`src/shared/uart_irq_pkg.sv`:
```
package uart_irq_pkg;
    // Vector codes
    localparam logic [7:0] VEC_NONE = 8'h00;
    localparam logic [7:0] VEC_RX = 8'h02;
    localparam logic [7:0] VEC_TX = 8'h04;
    localparam logic [7:0] VEC_START = 8'h06;
    localparam logic [7:0] VEC_TXCPT = 8'h08;
    // Flag positions
    localparam int FLAG_RX = 0;
    localparam int FLAG_TX = 1;
    localparam int FLAG_START = 2;
    localparam int FLAG_TXCPT = 3;
    localparam int FLAG_COUNT = 4;
    // Reset values of flags and enables
    localparam logic [3:0] FLAG_RESET = 4'h2;
    localparam logic [3:0] ENABLE_RESET = 4'h0;
    // Example divider settings for 16 MHz at 9600 baud
    localparam logic [15:0] EX_PRESCALE_DIVIDER = 16'h0068;
    localparam logic [3:0] EX_FIRST_MOD_STAGE = 4'h2;
    localparam logic [7:0] EX_SECOND_MOD_STAGE = 8'hd6;
    // FIFO shape
    localparam int FIFO_DEPTH = 8;
    localparam int DATA_WIDTH = 8;
endpackage

```
`src/hw/uart_irq_flags.sv`:
```
`timescale 1ns/1ps
module uart_irq_flags (
    // Clock and reset
    input wire logic i_clock,
    input wire logic i_rst,
    // Control bits
    input wire logic i_soft_reset_bit,
    input wire logic i_global_irq_enable,
    input wire logic i_err_char_accept_enable,
    input wire logic i_dormant_addr_only,
    input wire logic i_multiproc_mode,
    input wire logic i_break_flag_enable,
    input wire logic [3:0] i_irq_enable_wdata,
    input wire logic i_irq_enable_we,
    // Software flag writes (only zeros clear start and tx complete)
    input wire logic [3:0] i_flag_wdata,
    input wire logic i_flag_we,
    // Vector access
    input wire logic i_vector_rd,
    input wire logic i_vector_wr,
    // Transmit side
    input wire logic i_tx_buf_wr,
    input wire logic [7:0] i_tx_buf_data,
    output logic o_tx_valid,
    input wire logic i_tx_take,
    output logic [7:0] o_tx_data,
    input wire logic i_tx_shift_done,
    input wire logic i_tx_busy,
    // Receive side
    input wire logic i_rx_char_done,
    input wire logic [7:0] i_rx_char,
    input wire logic i_rx_char_error,
    input wire logic i_rx_char_is_addr,
    input wire logic i_rx_break,
    input wire logic i_rx_start_byte,
    input wire logic i_rx_busy,
    input wire logic i_rx_buf_rd,
    output logic [7:0] o_rx_holding_buffer,
    // Status
    output logic [3:0] o_flags,
    output logic [3:0] o_irq_enables,
    output logic o_break_seen,
    output logic [7:0] o_irq_vector_value,
    output logic o_irq,
    output logic o_clock_request
);
    logic [3:0] flag_q;
    logic [3:0] flag_d;
    logic [3:0] en_q;
    logic [7:0] rx_buf_q;
    logic break_q;
    logic clk_req_q;
    logic fifo_ready;
    logic rx_set;
    logic [3:0] pend;
    logic [3:0] top_bit;
    localparam int FLAG_COUNT_L = uart_irq_pkg::FLAG_COUNT;

    // Highest-priority pending bit, lowest index wins
    function automatic logic [3:0] top_of(input logic [3:0] p);
        logic [3:0] r;
        r = 4'h0;
        for (int i = FLAG_COUNT_L - 1; i >= 0; i--) begin
            if (p[i]) begin
                r = 4'h0;
                r[i] = 1'b1;
            end
        end
        return r;
    endfunction

    // Transmit holding buffer in front of the shifter
    uart_char_fifo #(
        .WIDTH(uart_irq_pkg::DATA_WIDTH),
        .DEPTH(uart_irq_pkg::FIFO_DEPTH)
    ) u_tx_fifo (
        .i_clock(i_clock),
        .i_rst(i_rst || i_soft_reset_bit),
        .i_valid(i_tx_buf_wr),
        .o_ready(fifo_ready),
        .i_data(i_tx_buf_data),
        .o_valid(o_tx_valid),
        .i_ready(i_tx_take),
        .o_data(o_tx_data)
    );

    // Receive qualification
    assign rx_set = (i_rx_char_done
                     && (i_err_char_accept_enable || !i_rx_char_error)
                     && (!i_dormant_addr_only
                         || (i_multiproc_mode && i_rx_char_is_addr)))
                    || (i_rx_break && i_break_flag_enable);

    // Pending enabled flags and top one
    assign pend = flag_q & en_q;
    assign top_bit = top_of(pend);

    // Next flag values; sets win over clears except on the tx ready flag, where clears win
    always_comb begin
        flag_d = flag_q;
        if (i_flag_we) begin
            flag_d[uart_irq_pkg::FLAG_START] = flag_q[uart_irq_pkg::FLAG_START]
                & i_flag_wdata[uart_irq_pkg::FLAG_START];
            flag_d[uart_irq_pkg::FLAG_TXCPT] = flag_q[uart_irq_pkg::FLAG_TXCPT]
                & i_flag_wdata[uart_irq_pkg::FLAG_TXCPT];
        end
        if (i_vector_wr) begin
            flag_d = flag_d & ~pend;
        end else if (i_vector_rd) begin
            flag_d = flag_d & ~top_bit;
        end
        if (i_rx_buf_rd) begin
            flag_d[uart_irq_pkg::FLAG_RX] = 1'b0;
        end
        if (i_tx_buf_wr || !fifo_ready) begin
            flag_d[uart_irq_pkg::FLAG_TX] = 1'b0;
        end else if (!flag_q[uart_irq_pkg::FLAG_TX] && !i_vector_rd && !i_vector_wr) begin
            flag_d[uart_irq_pkg::FLAG_TX] = 1'b1;
        end
        if (rx_set) begin
            flag_d[uart_irq_pkg::FLAG_RX] = 1'b1;
        end
        if (i_rx_start_byte) begin
            flag_d[uart_irq_pkg::FLAG_START] = 1'b1;
        end
        if (i_tx_shift_done) begin
            flag_d[uart_irq_pkg::FLAG_TXCPT] = 1'b1;
        end
    end

    // Flag register
    always_ff @(posedge i_clock) begin
        if (i_rst || i_soft_reset_bit) begin
            flag_q <= uart_irq_pkg::FLAG_RESET;
        end else begin
            flag_q <= flag_d;
        end
    end

    // Enable register
    always_ff @(posedge i_clock) begin
        if (i_rst || i_soft_reset_bit) begin
            en_q <= uart_irq_pkg::ENABLE_RESET;
        end else if (i_irq_enable_we) begin
            en_q <= i_irq_enable_wdata;
        end
    end

    // Receive holding buffer and break status
    always_ff @(posedge i_clock) begin
        if (i_rst || i_soft_reset_bit) begin
            rx_buf_q <= 8'h00;
            break_q <= 1'b0;
        end else begin
            if (i_rx_char_done) begin
                rx_buf_q <= i_rx_char;
            end
            if (i_rx_break && i_break_flag_enable) begin
                break_q <= 1'b1;
            end else if (i_rx_buf_rd) begin
                break_q <= 1'b0;
            end
        end
    end

    // Clock request follows port activity
    always_ff @(posedge i_clock) begin
        if (i_rst) begin
            clk_req_q <= 1'b0;
        end else begin
            clk_req_q <= i_tx_busy || i_rx_busy || o_tx_valid;
        end
    end

    // Vector encode
    always_comb begin
        o_irq_vector_value = uart_irq_pkg::VEC_NONE;
        unique case (1'b1)
            top_bit[uart_irq_pkg::FLAG_RX]: o_irq_vector_value = uart_irq_pkg::VEC_RX;
            top_bit[uart_irq_pkg::FLAG_TX]: o_irq_vector_value = uart_irq_pkg::VEC_TX;
            top_bit[uart_irq_pkg::FLAG_START]: o_irq_vector_value = uart_irq_pkg::VEC_START;
            top_bit[uart_irq_pkg::FLAG_TXCPT]: o_irq_vector_value = uart_irq_pkg::VEC_TXCPT;
            default: o_irq_vector_value = uart_irq_pkg::VEC_NONE;
        endcase
    end

    // Outputs
    assign o_irq = (|pend) && i_global_irq_enable;
    assign o_flags = flag_q;
    assign o_irq_enables = en_q;
    assign o_break_seen = break_q;
    assign o_rx_holding_buffer = rx_buf_q;
    assign o_clock_request = clk_req_q;

    // Checks
    irq_gate_a: assert property (@(posedge i_clock) disable iff (i_rst)
        o_irq == ((|(flag_q & en_q)) && i_global_irq_enable))
        else $error("irq not gated by enables");
    tx_clear_a: assert property (@(posedge i_clock) disable iff (i_rst)
        i_tx_buf_wr && !i_soft_reset_bit |=> !flag_q[1])
        else $error("tx ready not cleared by write");
    rx_set_a: assert property (@(posedge i_clock) disable iff (i_rst)
        rx_set && !i_soft_reset_bit |=> flag_q[0])
        else $error("rx flag not set");
    rx_read_a: assert property (@(posedge i_clock) disable iff (i_rst)
        i_rx_buf_rd && !rx_set && !i_soft_reset_bit |=> !flag_q[0])
        else $error("rx flag not cleared by read");
    err_drop_a: assert property (@(posedge i_clock) disable iff (i_rst)
        i_rx_char_done && i_rx_char_error && !i_err_char_accept_enable
        && !(i_rx_break && i_break_flag_enable) && !flag_q[0] |=> !flag_q[0])
        else $error("error char set rx flag");
    soft_reset_a: assert property (@(posedge i_clock) disable iff (i_rst)
        i_soft_reset_bit |=> flag_q[1] && !flag_q[0] && en_q == 4'h0)
        else $error("soft reset values wrong");
    vec_rx_a: assert property (@(posedge i_clock) disable iff (i_rst)
        flag_q[0] && en_q[0] |-> o_irq_vector_value == 8'h02)
        else $error("rx vector not top");
    vec_write_a: assert property (@(posedge i_clock) disable iff (i_rst)
        i_vector_wr && !i_soft_reset_bit && !rx_set && !i_rx_start_byte
        && !i_tx_shift_done |=> (flag_q & $past(en_q) & 4'hd) == 4'h0)
        else $error("vector write left flags");
    clk_req_a: assert property (@(posedge i_clock) disable iff (i_rst)
        (i_tx_busy || i_rx_busy) |=> o_clock_request)
        else $error("clock not requested while busy");
    clk_drop_a: assert property (@(posedge i_clock) disable iff (i_rst)
        !i_tx_busy && !i_rx_busy && !o_tx_valid |=> !o_clock_request)
        else $error("clock request held while idle");
    cpt_set_a: assert property (@(posedge i_clock) disable iff (i_rst)
        i_tx_shift_done && !i_soft_reset_bit |=> flag_q[3])
        else $error("tx complete not set");

    // Position shorthands for the checks below
    localparam int RX_B = uart_irq_pkg::FLAG_RX;
    localparam int TX_B = uart_irq_pkg::FLAG_TX;
    localparam int ST_B = uart_irq_pkg::FLAG_START;
    localparam int CP_B = uart_irq_pkg::FLAG_TXCPT;

    // Reset values from either reset source
    por_flags_a: assert property (@(posedge i_clock)
        i_rst |=> flag_q == uart_irq_pkg::FLAG_RESET)
        else $error("flags wrong after reset");
    por_enables_a: assert property (@(posedge i_clock)
        i_rst |=> en_q == uart_irq_pkg::ENABLE_RESET)
        else $error("enables wrong after reset");
    soft_flags_a: assert property (@(posedge i_clock) disable iff (i_rst)
        i_soft_reset_bit |=> flag_q == uart_irq_pkg::FLAG_RESET)
        else $error("flags wrong in soft reset");
    soft_fifo_a: assert property (@(posedge i_clock) disable iff (i_rst)
        i_soft_reset_bit |=> !o_tx_valid)
        else $error("queue kept data in soft reset");

    // Transmit ready flag, its request and the enable register load
    tx_set_a: assert property (@(posedge i_clock) disable iff (i_rst)
        fifo_ready && !i_tx_buf_wr && !i_vector_rd && !i_vector_wr
        && !i_soft_reset_bit |=> flag_q[TX_B])
        else $error("tx ready not set with room");
    tx_full_a: assert property (@(posedge i_clock) disable iff (i_rst)
        !fifo_ready && !i_soft_reset_bit |=> !flag_q[TX_B])
        else $error("tx ready set while full");
    tx_irq_a: assert property (@(posedge i_clock) disable iff (i_rst)
        pend[TX_B] && i_global_irq_enable |-> o_irq)
        else $error("tx ready raised no request");
    tx_write_a: assert property (@(posedge i_clock) disable iff (i_rst)
        i_tx_buf_wr && !i_soft_reset_bit |=> !pend[TX_B])
        else $error("tx ready pending after write");
    en_load_a: assert property (@(posedge i_clock) disable iff (i_rst)
        i_irq_enable_we && !i_soft_reset_bit |=> en_q == $past(i_irq_enable_wdata))
        else $error("enables not loaded");

    // Receive flag, buffer and request
    rx_irq_a: assert property (@(posedge i_clock) disable iff (i_rst)
        pend[RX_B] && i_global_irq_enable |-> o_irq)
        else $error("rx flag raised no request");
    rx_hold_a: assert property (@(posedge i_clock) disable iff (i_rst)
        flag_q[RX_B] && !i_rx_buf_rd && !i_vector_rd && !i_vector_wr
        && !i_soft_reset_bit |=> flag_q[RX_B])
        else $error("rx flag lost");
    rx_load_a: assert property (@(posedge i_clock) disable iff (i_rst)
        i_rx_char_done && !i_soft_reset_bit |=> rx_buf_q == $past(i_rx_char))
        else $error("rx buffer not loaded");

    // Receive filtering
    err_accept_a: assert property (@(posedge i_clock) disable iff (i_rst)
        i_rx_char_done && i_rx_char_error && i_err_char_accept_enable
        && !i_dormant_addr_only && !i_soft_reset_bit |=> flag_q[RX_B])
        else $error("accepted error char dropped");
    dorm_plain_a: assert property (@(posedge i_clock) disable iff (i_rst)
        i_dormant_addr_only && !i_multiproc_mode && !(i_rx_break && i_break_flag_enable)
        && !flag_q[RX_B] |=> !flag_q[RX_B])
        else $error("dormant plain mode set rx flag");
    dorm_data_a: assert property (@(posedge i_clock) disable iff (i_rst)
        i_dormant_addr_only && i_multiproc_mode && !i_rx_char_is_addr
        && !(i_rx_break && i_break_flag_enable) && !flag_q[RX_B] |=> !flag_q[RX_B])
        else $error("dormant data char set rx flag");
    brk_set_a: assert property (@(posedge i_clock) disable iff (i_rst)
        i_rx_break && i_break_flag_enable && !i_soft_reset_bit |=> break_q && flag_q[RX_B])
        else $error("break not flagged");
    brk_off_a: assert property (@(posedge i_clock) disable iff (i_rst)
        i_rx_break && !i_break_flag_enable && !i_rx_char_done
        && !flag_q[RX_B] |=> !flag_q[RX_B])
        else $error("disabled break set rx flag");
    brk_clear_a: assert property (@(posedge i_clock) disable iff (i_rst)
        i_rx_buf_rd && !(i_rx_break && i_break_flag_enable) |=> !break_q)
        else $error("break status not cleared");

    // Start byte and transmit complete flags
    stt_set_a: assert property (@(posedge i_clock) disable iff (i_rst)
        i_rx_start_byte && !i_soft_reset_bit |=> flag_q[ST_B])
        else $error("start flag not set");
    stt_clear_a: assert property (@(posedge i_clock) disable iff (i_rst)
        i_flag_we && !i_flag_wdata[ST_B] && !i_rx_start_byte |=> !flag_q[ST_B])
        else $error("start flag not cleared");
    stt_keep_a: assert property (@(posedge i_clock) disable iff (i_rst)
        flag_q[ST_B] && !i_flag_we && !i_vector_rd && !i_vector_wr
        && !i_soft_reset_bit |=> flag_q[ST_B])
        else $error("start flag lost");
    cpt_clear_a: assert property (@(posedge i_clock) disable iff (i_rst)
        i_flag_we && !i_flag_wdata[CP_B] && !i_tx_shift_done |=> !flag_q[CP_B])
        else $error("tx complete not cleared");
    cpt_keep_a: assert property (@(posedge i_clock) disable iff (i_rst)
        !flag_q[CP_B] && !i_tx_shift_done |=> !flag_q[CP_B])
        else $error("tx complete set without stop bit");

    // Vector priority and access
    vec_tx_a: assert property (@(posedge i_clock) disable iff (i_rst)
        pend[TX_B] && !pend[RX_B] |-> o_irq_vector_value == uart_irq_pkg::VEC_TX)
        else $error("tx vector wrong");
    vec_start_a: assert property (@(posedge i_clock) disable iff (i_rst)
        pend[ST_B] && !pend[RX_B] && !pend[TX_B]
        |-> o_irq_vector_value == uart_irq_pkg::VEC_START)
        else $error("start vector wrong");
    vec_cpt_a: assert property (@(posedge i_clock) disable iff (i_rst)
        pend[CP_B] && !pend[RX_B] && !pend[TX_B] && !pend[ST_B]
        |-> o_irq_vector_value == uart_irq_pkg::VEC_TXCPT)
        else $error("tx complete vector wrong");
    vec_none_a: assert property (@(posedge i_clock) disable iff (i_rst)
        pend == 4'h0 |-> o_irq_vector_value == uart_irq_pkg::VEC_NONE)
        else $error("vector not zero when idle");
    vec_read_a: assert property (@(posedge i_clock) disable iff (i_rst)
        i_vector_rd && !i_vector_wr && top_bit[RX_B] && !rx_set
        && !i_soft_reset_bit |=> !flag_q[RX_B])
        else $error("vector read left top flag");

    // Shared request and clock request
    irq_off_a: assert property (@(posedge i_clock) disable iff (i_rst)
        !i_global_irq_enable |-> !o_irq)
        else $error("request without global enable");
    irq_vec_a: assert property (@(posedge i_clock) disable iff (i_rst)
        o_irq |-> o_irq_vector_value != uart_irq_pkg::VEC_NONE)
        else $error("request with empty vector");
    clk_hold_a: assert property (@(posedge i_clock) disable iff (i_rst)
        o_tx_valid |=> o_clock_request)
        else $error("clock dropped with queued data");

endmodule // uart_irq_flags

```
`src/hw/uart_char_fifo.sv`:
```
`timescale 1ns/1ps
module uart_char_fifo #(
    parameter int WIDTH = 8,
    parameter int DEPTH = 8
) (
    // Clock and reset
    input wire logic i_clock,
    input wire logic i_rst,
    // Fill side
    input wire logic i_valid,
    output logic o_ready,
    input wire logic [WIDTH-1:0] i_data,
    // Drain side
    output logic o_valid,
    input wire logic i_ready,
    output logic [WIDTH-1:0] o_data
);
    localparam int AW = $clog2(DEPTH);
    logic [WIDTH-1:0] mem_q [DEPTH];
    logic [AW-1:0] wr_q;
    logic [AW-1:0] rd_q;
    logic [AW:0] cnt_q;
    logic push;
    logic pop;

    // Handshakes
    assign o_ready = (cnt_q != (AW+1)'(DEPTH));
    assign o_valid = (cnt_q != '0);
    assign push = i_valid && o_ready;
    assign pop = o_valid && i_ready;
    assign o_data = mem_q[rd_q];

    // Storage
    always_ff @(posedge i_clock) begin
        if (push) begin
            mem_q[wr_q] <= i_data;
        end
    end

    // Pointers and count
    always_ff @(posedge i_clock) begin
        if (i_rst) begin
            wr_q <= '0;
            rd_q <= '0;
            cnt_q <= '0;
        end else begin
            if (push) begin
                wr_q <= (wr_q == AW'(DEPTH-1)) ? '0 : wr_q + 1'b1;
            end
            if (pop) begin
                rd_q <= (rd_q == AW'(DEPTH-1)) ? '0 : rd_q + 1'b1;
            end
            cnt_q <= cnt_q + (AW+1)'(push) - (AW+1)'(pop);
        end
    end
endmodule // uart_char_fifo

```
`config.mk`:
```
export PLATFORM = sky130hd
export DESIGN_NAME = uart_irq_flags
export DESIGN_NICKNAME = d
export VERILOG_FILES = /design/src/shared/uart_irq_pkg.sv /design/src/hw/uart_irq_flags.sv /design/src/hw/uart_char_fifo.sv
export SDC_FILE = /design/constraint.sdc
export NUM_CORES = 1
export LEC_CHECK = 0
export BUFFER_PORTS_ARGS = -buffer_cell sky130_fd_sc_hd__buf_2
export CAP_MARGIN = 20
export CORE_AREA = 5 5 96 188
export CTS_CLUSTER_DIAMETER = 30
export CTS_CLUSTER_SIZE = 30
export DETAILED_ROUTE_END_ITERATION = 16
export DIE_AREA = 0 0 101 193
export HOLD_SLACK_MARGIN = 0.15
export PLACE_DENSITY_LB_ADDON = 0.15
export SYNTH_ARGS = -nofsm -noshare
export SYNTH_HDL_FRONTEND = slang
export SYNTH_HIERARCHICAL = 1
export SYNTH_SLANG_ARGS = --single-unit
```
`constraint.sdc`:
```
create_clock -name i_clock -period 3.1 [get_ports i_clock]
set_clock_uncertainty 0.1 [all_clocks]
set_input_delay 0.155 -clock i_clock [delete_from_list [all_inputs] [get_ports i_clock]]
set_output_delay 0.155 -clock i_clock [all_outputs]
set_load 0.02 [all_outputs]
```
==> metrics.md, run 1 <==
| Metric | Value |
|---|---|
| R2r startpoint | u_tx_fifo/cnt_q[2] |
| Overall die height | ~190 um |
| Fin crit share | around 82% |
| GRT overflow | 0 |
| Critical Path RT | 3.22 ns |
| Total track usage | 9.474% |
| Worst-Skew Late Latency | 0.34 ns |
| Number of max-cap violations | 0 |
| CP startpoint kind | flop |
| P per Cell Area | 526.6 mW/mm2 |
| # Post-CTS Setup Buffers | 0 |
| Placed insts | 540 |
| First-pass GRT wire length | 13790 um |
| GPL Wtd Cong | 0.7832 |
| NumNets Final | 445 |
| Die X | 101 um |
| PortBufs | 75 |
| Clock sinks | 95 |
| Yosys cell types | between 40 and 50 |
| Antenna Nets Post-Route | 0 |
| Num CTS Buffers | 9 |
| Final Core Density | between 30% and 40% |
| FILL cells | 1635 |
| Crit path kind | reg2reg |
| H-tree depth | 3 |
| Top post-synthesis cells by area | edfxtp_1 48%, dfxtp_1 15%, mux4_1 9.8%, mux2i_1 4.0%, ha_1 3.1% |
| Initial antenna violation count | 0 |
| Yosys reg bits | between 90 and 100 |
| Die ar. | 0.01949 mm2 |
| Met3 usage | 2.413% |
| Vias per Instance | between 4 and 5 |
| Status | complete, no violations |
| Post-synth top flop | edfxtp_1 |
| Worst-path clk slew | 0.07 ns |
| FF-to-FF End | u_tx_fifo/cnt_q[2] |
| Leak | 0.002088 uW |
| Setup crit end kind | flop |
| Post-synth EDFFs | 64 |
| Resize count post-CTS | 0 |
| Cells on worst reg2reg path | 10 |
| Largest fanout on the critical path | 4 |
| Cell taking the most area after synthesis | edfxtp_1 |
| Layout cells sized above 1 | between 30% and 40% |
| Maximum clock rate | between 0.3 and 0.4 GHz |
| Max Root-Sink Buffers | 2 |
| DR iter-0 viols | 117 |
| Post-Syn Instances | 260 |
| Sequential fraction of the synthesis area | between 60% and 70% |
| HP Class | in2reg |
| Post-synth ARST share | 0% |
| DP Wirelength | 6046 um |
| RSZ-0062 raised after global routing | no |
| Num ports | 83 |
| Hold Path End | o_rx_holding_buffer[3] |
| Final Non-Filler Cells | between 500 and 600 |
| Initial Util | 24.46% |
| Root Buffer | clkbuf_16 |
| Setup TNS | 0 ns |
| Vias in the first global route | 2748 |
| Synth Cell Area | about 0.004 mm2 |
| Hold Buf Count CTS | 43 |
| Fin area | between 0.005 and 0.006 mm2 |
| WL/cell | 14.79 um |
| Final Hold Viols | 0 |
| Yosys synthesis warning count | 6 |
| M1 GR Usage | 10.18% |
| Final setup vio count | 0 |
| Worst Tran Pin Value | 0.8028 ns |
| Final Max Tran Viols | 0 |
| Placed inst area | 0.004644 mm2 |
| Final Hold Slack | 0.1665 ns |
| Most used routing layer | met2 |
| Final WL | 8862 um |
| TritonCTS clock tree | done |
| Core area | 0.01651 mm2 |
| Max IR drop VDD | 0.2741 mV |
| Drt first pass iters | 4 |
| Hold path depth | 3 |
| GR Util met2 | roughly 17% |
| Final min period | 2.529 ns |
| Worst Path Arrival | 2.65 ns |
| Layout area overhead | 32.95% |
| Largest net degree at the start of global routing | 20 |
| R2r setup slk | 0.57 ns |
| Slew HR | 46.41% |
| Ant. Diodes | 0 |
| Hold Path Origin | i_rx_char_done |
| Standard-cell rows | 67 |
| Share of the synthesized area in the top cell type | 47.57% |
| Syn_area_per_cell | roughly 16 um2 |
| DR vias | 2573 |
| DR DRC count | 0 |
## layer usage
layer  share of wire [%]  up-vias
li1                    -     1240
met5                   0        -
met1                  38     1269
met3                 4.8       11
met4                 1.7        0
met2                  55       53
## kinds of logic (layout without fill, tap and decap cells)
| kind of cell | count (synthesis) | in the layout | share of synthesized area, % |
|---|---|---|---|
| xor+xnor | 1 | 1 | 0.2168 |
| mux | 41 | 41 | 16.79 |
| flops | 95 | 95 | 62.93 |
| fa+ha+maj | 11 | 11 | 3.592 |
| compound gates | 19 | 19 | 3.778 |
| buf+inv | 27 | 155 | 3.995 |
| other cells | 1 | 5 | 0.09282 |
| simple gates | 65 | 65 | 8.610 |
## worst max-delay path, stage by stage, from the launching register on
cell	delay, ns
dfxtp_1	0.30
inv_1	0.10
ha_1	0.16
or3b_1	0.42
and2_1	0.24
ha_1	0.28
inv_1	0.04
ha_1	0.20
fa_1	0.39
xnor2_1	0.14
nor2_1	0.05
## per-stage QoR
| step | worst slack [ns] | total power (uW) |
|---|---|---|
| global placement | 0.6351 | 1728 |
| CTS | 0.5563 | 2883 |
| global route | 0.4614 | 2973 |
| finish | 0.5714 | 2828 |
| detailed placement | 0.5688 | 1737 |
| floorplan | 0.5359 | 1632 |
## final cells by class
cell class                      count  area (um2)  share of cell area, %
Tap cell                          207       259.0                  4.822
Sequential cell                    95        2542                  47.33
Inverter                           11       41.29                 0.7687
Timing Repair Buffer              128       880.8                  16.40
Multi-Input combinational cell    142        1351                  25.16
Clock buffer                        9       225.2                  4.193
Clock inverter                      7       71.32                  1.328
## how the worst max path moves through the flow
stage	from	endpoint	slack, ns	cells past startpoint
detailed placement	u_tx_fifo/cnt_q[2]	u_tx_fifo/cnt_q[2]	0.57	10
global route	u_tx_fifo/cnt_q[2]	u_tx_fifo/cnt_q[2]	0.46	10
global placement	u_tx_fifo/cnt_q[2]	u_tx_fifo/cnt_q[2]	0.64	10
CTS	u_tx_fifo/cnt_q[2]	u_tx_fifo/cnt_q[2]	0.56	10
finish	u_tx_fifo/cnt_q[2]	u_tx_fifo/cnt_q[2]	0.57	10
floorplan	u_tx_fifo/cnt_q[2]	u_tx_fifo/cnt_q[2]	0.54	11
## cells in the mapped netlist, types with 2 or more instances
| cell type | instances |
|---|---|
| a21oi_1 | 3 |
| a31o_2 | 2 |
| a31oi_1 | 4 |
| buf_2 | 2 |
| buf_4 | 5 |
| buf_6 | 3 |
| clkbuf_1 | 4 |
| dfxtp_1 | 31 |
| edfxtp_1 | 64 |
| ha_1 | 10 |
| inv_1 | 10 |
| mux2_2 | 9 |
| mux2i_1 | 16 |
| mux4_1 | 15 |
| nand2_1 | 6 |
| nand2_2 | 2 |
| nand2b_1 | 14 |
| nand3_1 | 4 |
| nor2_1 | 19 |
| nor2b_1 | 3 |
| nor3_1 | 7 |
| o21ai_0 | 2 |
| or3b_2 | 2 |
## where the power goes
| group | internal, uW | switching, uW |
|---|---|---|
| Sequential | 1390 | 23.9 |
| Combinational | 165 | 171 |
| Clock | 571 | 510 |
## registers in the layout, indices dropped and copies added, names as in the netlist, 3 cells and up, named ones only
signal	flops
o_rx_holding_buffer	8
o_flags	4
u_tx_fifo/mem_q	64
u_tx_fifo/cnt_q	4
o_irq_enables	4
u_tx_fifo/wr_q	3
u_tx_fifo/rd_q	3
## layout by cell type, fill, tap and decap left out, types with 3 or more instances in the layout
master / netlist / final
inv_1: 10 / 10
dlygate4sd3_1: 0 / 43
inv_8: 0 / 3
buf_2: 2 / 75
nor3_1: 7 / 7
mux4_1: 15 / 15
nor2_1: 19 / 19
clkbuf_16: 0 / 9
mux2_2: 9 / 9
dfxtp_1: 31 / 31
a31oi_1: 4 / 4
nand3_1: 4 / 4
nor2b_1: 3 / 3
nand2b_1: 14 / 14
buf_4: 5 / 10
nand2_1: 6 / 6
mux2i_1: 16 / 16
a21oi_1: 3 / 3
conb_1: 1 / 5
ha_1: 10 / 10
edfxtp_1: 64 / 64
Power figures use the tool's default switching activity.
==> run 2, diff against run 1 <==
- ABC_AREA: not set -> 1
- CORE_AREA: 5 5 96 188 -> 5 5 101 197
- DIE_AREA: 0 0 101 193 -> 0 0 106 202
- clock period: 3.1 -> 2.6 ns (I/O delays scaled with it)
==> run 2 against run 1 <==
Compared with the run above:
- non-clock buffer count is 16 higher
- largest power group unchanged
- via count is 39% higher
- critical path depth stayed put
- first-iteration DRC count is 23% lower
- largest cell class unchanged
- highest routed layer unchanged
- fmax is 17% higher
==> metrics.md, run 2 <==
| Metric | Value |
|---|---|
| Status | complete, no violations |
| CP startpoint kind | flop |
| Number of max-cap violations | 0 |
| Critical Path RT | 2.72 ns |
| Crit path kind | reg2reg |
| Core area | 0.01822 mm2 |
| HP Class | in2reg |
| Resize count post-CTS | 0 |
| Cell taking the most area after synthesis | edfxtp_1 |
| Ant. Diodes | 0 |
| Max IR drop VDD | between 0.3 and 0.4 mV |
| Layout area overhead | 33.46% |
| Final WL | 10870 um |
| Final worst slack | 0.4297 ns |
| H-tree depth | 3 |
| Vias in the first global route | 3777 |
| First-pass GRT wire length | 17550 um |
| Most common cell after layout, fill and taps aside | nand2_1 |
| Hold path depth | 4 |
| Layout cells sized above 1 | 20.13% |
| Standard-cell rows | 70 |
| Synth Cell Area | 0.004424 mm2 |
| M1 GR Usage | 9.672% |
| # Post-CTS Setup Buffers | 0 |
| Largest net degree at the start of global routing | 33 |
| Num ports | 83 |
| Post-Syn Instances | between 400 and 500 |
| Met3 usage | 2.557% |
| Hold Buf Count CTS | 58 |
| Post-synth EDFFs | 64 |
| Share of the synthesized area in the top cell type | a little over two fifths |
| Placement Setup Slack | approximately 0.45 ns |
| WL/cell | 12.75 um |
| Vias per Instance | 4.204 |
| NumNets Final | 689 |
| Max Root-Sink Buffers | 2 |
| Yosys reg bits | 95 |
| Setup TNS | 0 ns |
| Yosys synthesis warning count | 6 |
| Cell with the most instances after synthesis | nand2_1 |
| Overall die height | between 200 and 250 um |
| Worst-Skew Late Latency | 0.34 ns |
| Post-synth top cells | 161 x nand2_1, 88 x inv_1, 64 x edfxtp_1, 41 x nand3_1, 31 x dfxtp_1 |
| GRT overflow | 0 |
| Worst Path Arrival | 2.29 ns |
| Leak | 0.002750 uW |
| P per Cell Area | around 610 mW/mm2 |
| PortBufs | 75 |
| Yosys cell types | 29 |
| Worst-path clk slew | 0.07 ns |
| DR iter-0 viols | 90 |
| Total track usage | between 10% and 20% |
| DR vias | 3582 |
| Setup crit end kind | flop |
| Post-synth top flop | edfxtp_1 |
| Initial antenna violation count | 0 |
| Cells on worst reg2reg path | 10 |
| Syn_area_per_cell | between 9 and 10 um2 |
| Max FFs per register | 64 |
| Biggest register | u_tx_fifo/mem_q |
| Most frequent cells in the layout | 161 x nand2_1, 88 x inv_1, 75 x buf_2 |
| Root Buffer | clkbuf_16 |
| Sequential fraction of the synthesis area | 57.47% |
| DP Wirelength | between 7000 and 8000 um |
| Overall Power | 3619 uW |
| Final Max Tran Viols | 0 |
| RSZ-0062 raised after global routing | no |
| GR Util met2 | roughly a fifth |
| TritonCTS clock tree | done |
| Largest fanout on the critical path | 11 |
| Drt first pass iters | 4 |
| Final Hold Viols | 0 |
| Most used routing layer | met2 |
| GPL Wtd Cong | 0.7314 |
| Post-synth ARST share | 0% |
| Clock sinks | 95 |
| Final min period | between 2 and 2.5 ns |
| Initial Util | 24.29% |
| Top post-synthesis cells by area | edfxtp_1 43%, dfxtp_1 14%, nand2_1 14%, inv_1 7.5%, nand3_1 4.6% |
| Maximum clock rate | 0.4608 GHz |
| Antenna Nets Post-Route | 0 |
| Final setup vio count | 0 |
| Num CTS Buffers | 9 |
| Die X | approximately 110 um |
| Fin crit share | 83.47% |
| DR DRC count | 0 |
| Die ar. | 0.02141 mm2 |
## run 2: changes by cell type after synthesis, sizes merged, moves of 4 or more
cell    previous run  this run
nor2              19        25
nand3              4        41
nand2              8       166
clkbuf             4         0
mux4              16         0
buf               12        19
a21oi              3        19
inv               11        94
nand2b            14         0
mux2               9         0
mux2i             16         0
## run 2: final timing paths
path                           from                     end  slack [ns]
max reg2reg      u_tx_fifo/cnt_q[2]      u_tx_fifo/cnt_q[2]        0.43
min reg2reg  o_rx_holding_buffer[3]  o_rx_holding_buffer[3]        0.39
max              u_tx_fifo/cnt_q[2]      u_tx_fifo/cnt_q[2]        0.43
min                  i_rx_char_done  o_rx_holding_buffer[3]        0.16
## run 2: logic make-up (layout without fill, tap and decap cells)
group / Yosys count / count (layout) / synth area share [%]
simple gates: 246 / 246 / 23.53
buf+inv: 113 / 254 / 11.65
flops: 95 / 95 / 57.47
compound gates: 24 / 24 / 3.790
fa+ha+maj: 11 / 11 / 3.281
other cells: 1 / 5 / 0.08476
xor+xnor: 1 / 1 / 0.1980
## run 2: area by class of cell
cell class / instances / area (um2)
Clock inverter: 4 / 31.28
Multi-Input combinational cell: 287 / 1381
Inverter: 94 / 357.8
Fill cell: 1913 / 12310
Timing Repair Buffer: 144 / 1039
Sequential cell: 95 / 2542
Tap cell: 216 / 270.3
Clock buffer: 12 / 282.8
## run 2: power by group
part	internal, uW	switching (uW)	leakage [uW]
registers	1660	29.3	0.000834
logic	228	345	0.00176
clock network	783	569	0.000154
total	2680	943	0.00275
## run 2: worst max-delay path, stage by stage, from the launching register on
cell	delay (ns)
dfxtp_1	0.31
inv_1	0.07
ha_1	0.23
nand2_4	0.11
nand2_4	0.10
ha_1	0.29
inv_1	0.04
ha_1	0.20
fa_1	0.38
xnor2_1	0.15
nor2_1	0.05
## run 2: metal layers
layer / vias up / part of all wire (%) / wire, um
li1: 1799 / - / -
met1: 1635 / 37 / 4008
met2: 115 / 54 / 5830
met3: 33 / 5.1 / 554
met4: 0 / 4.4 / 474
met5: - / 0 / 0
## run 2: through the flow
stage,hold slack [ns],utilization [%],cell area [um2],cells
3_5_place_dp,0.2499,27.50,5010,778
4_1_cts,0.1517,32.41,5904,852
3_3_place_gp,0.2440,27.50,5010,778
5_1_grt,0.1753,32.41,5904,852
2_1_floorplan,0.1024,-,4439,495
6_report,0.1612,32.41,5904,852
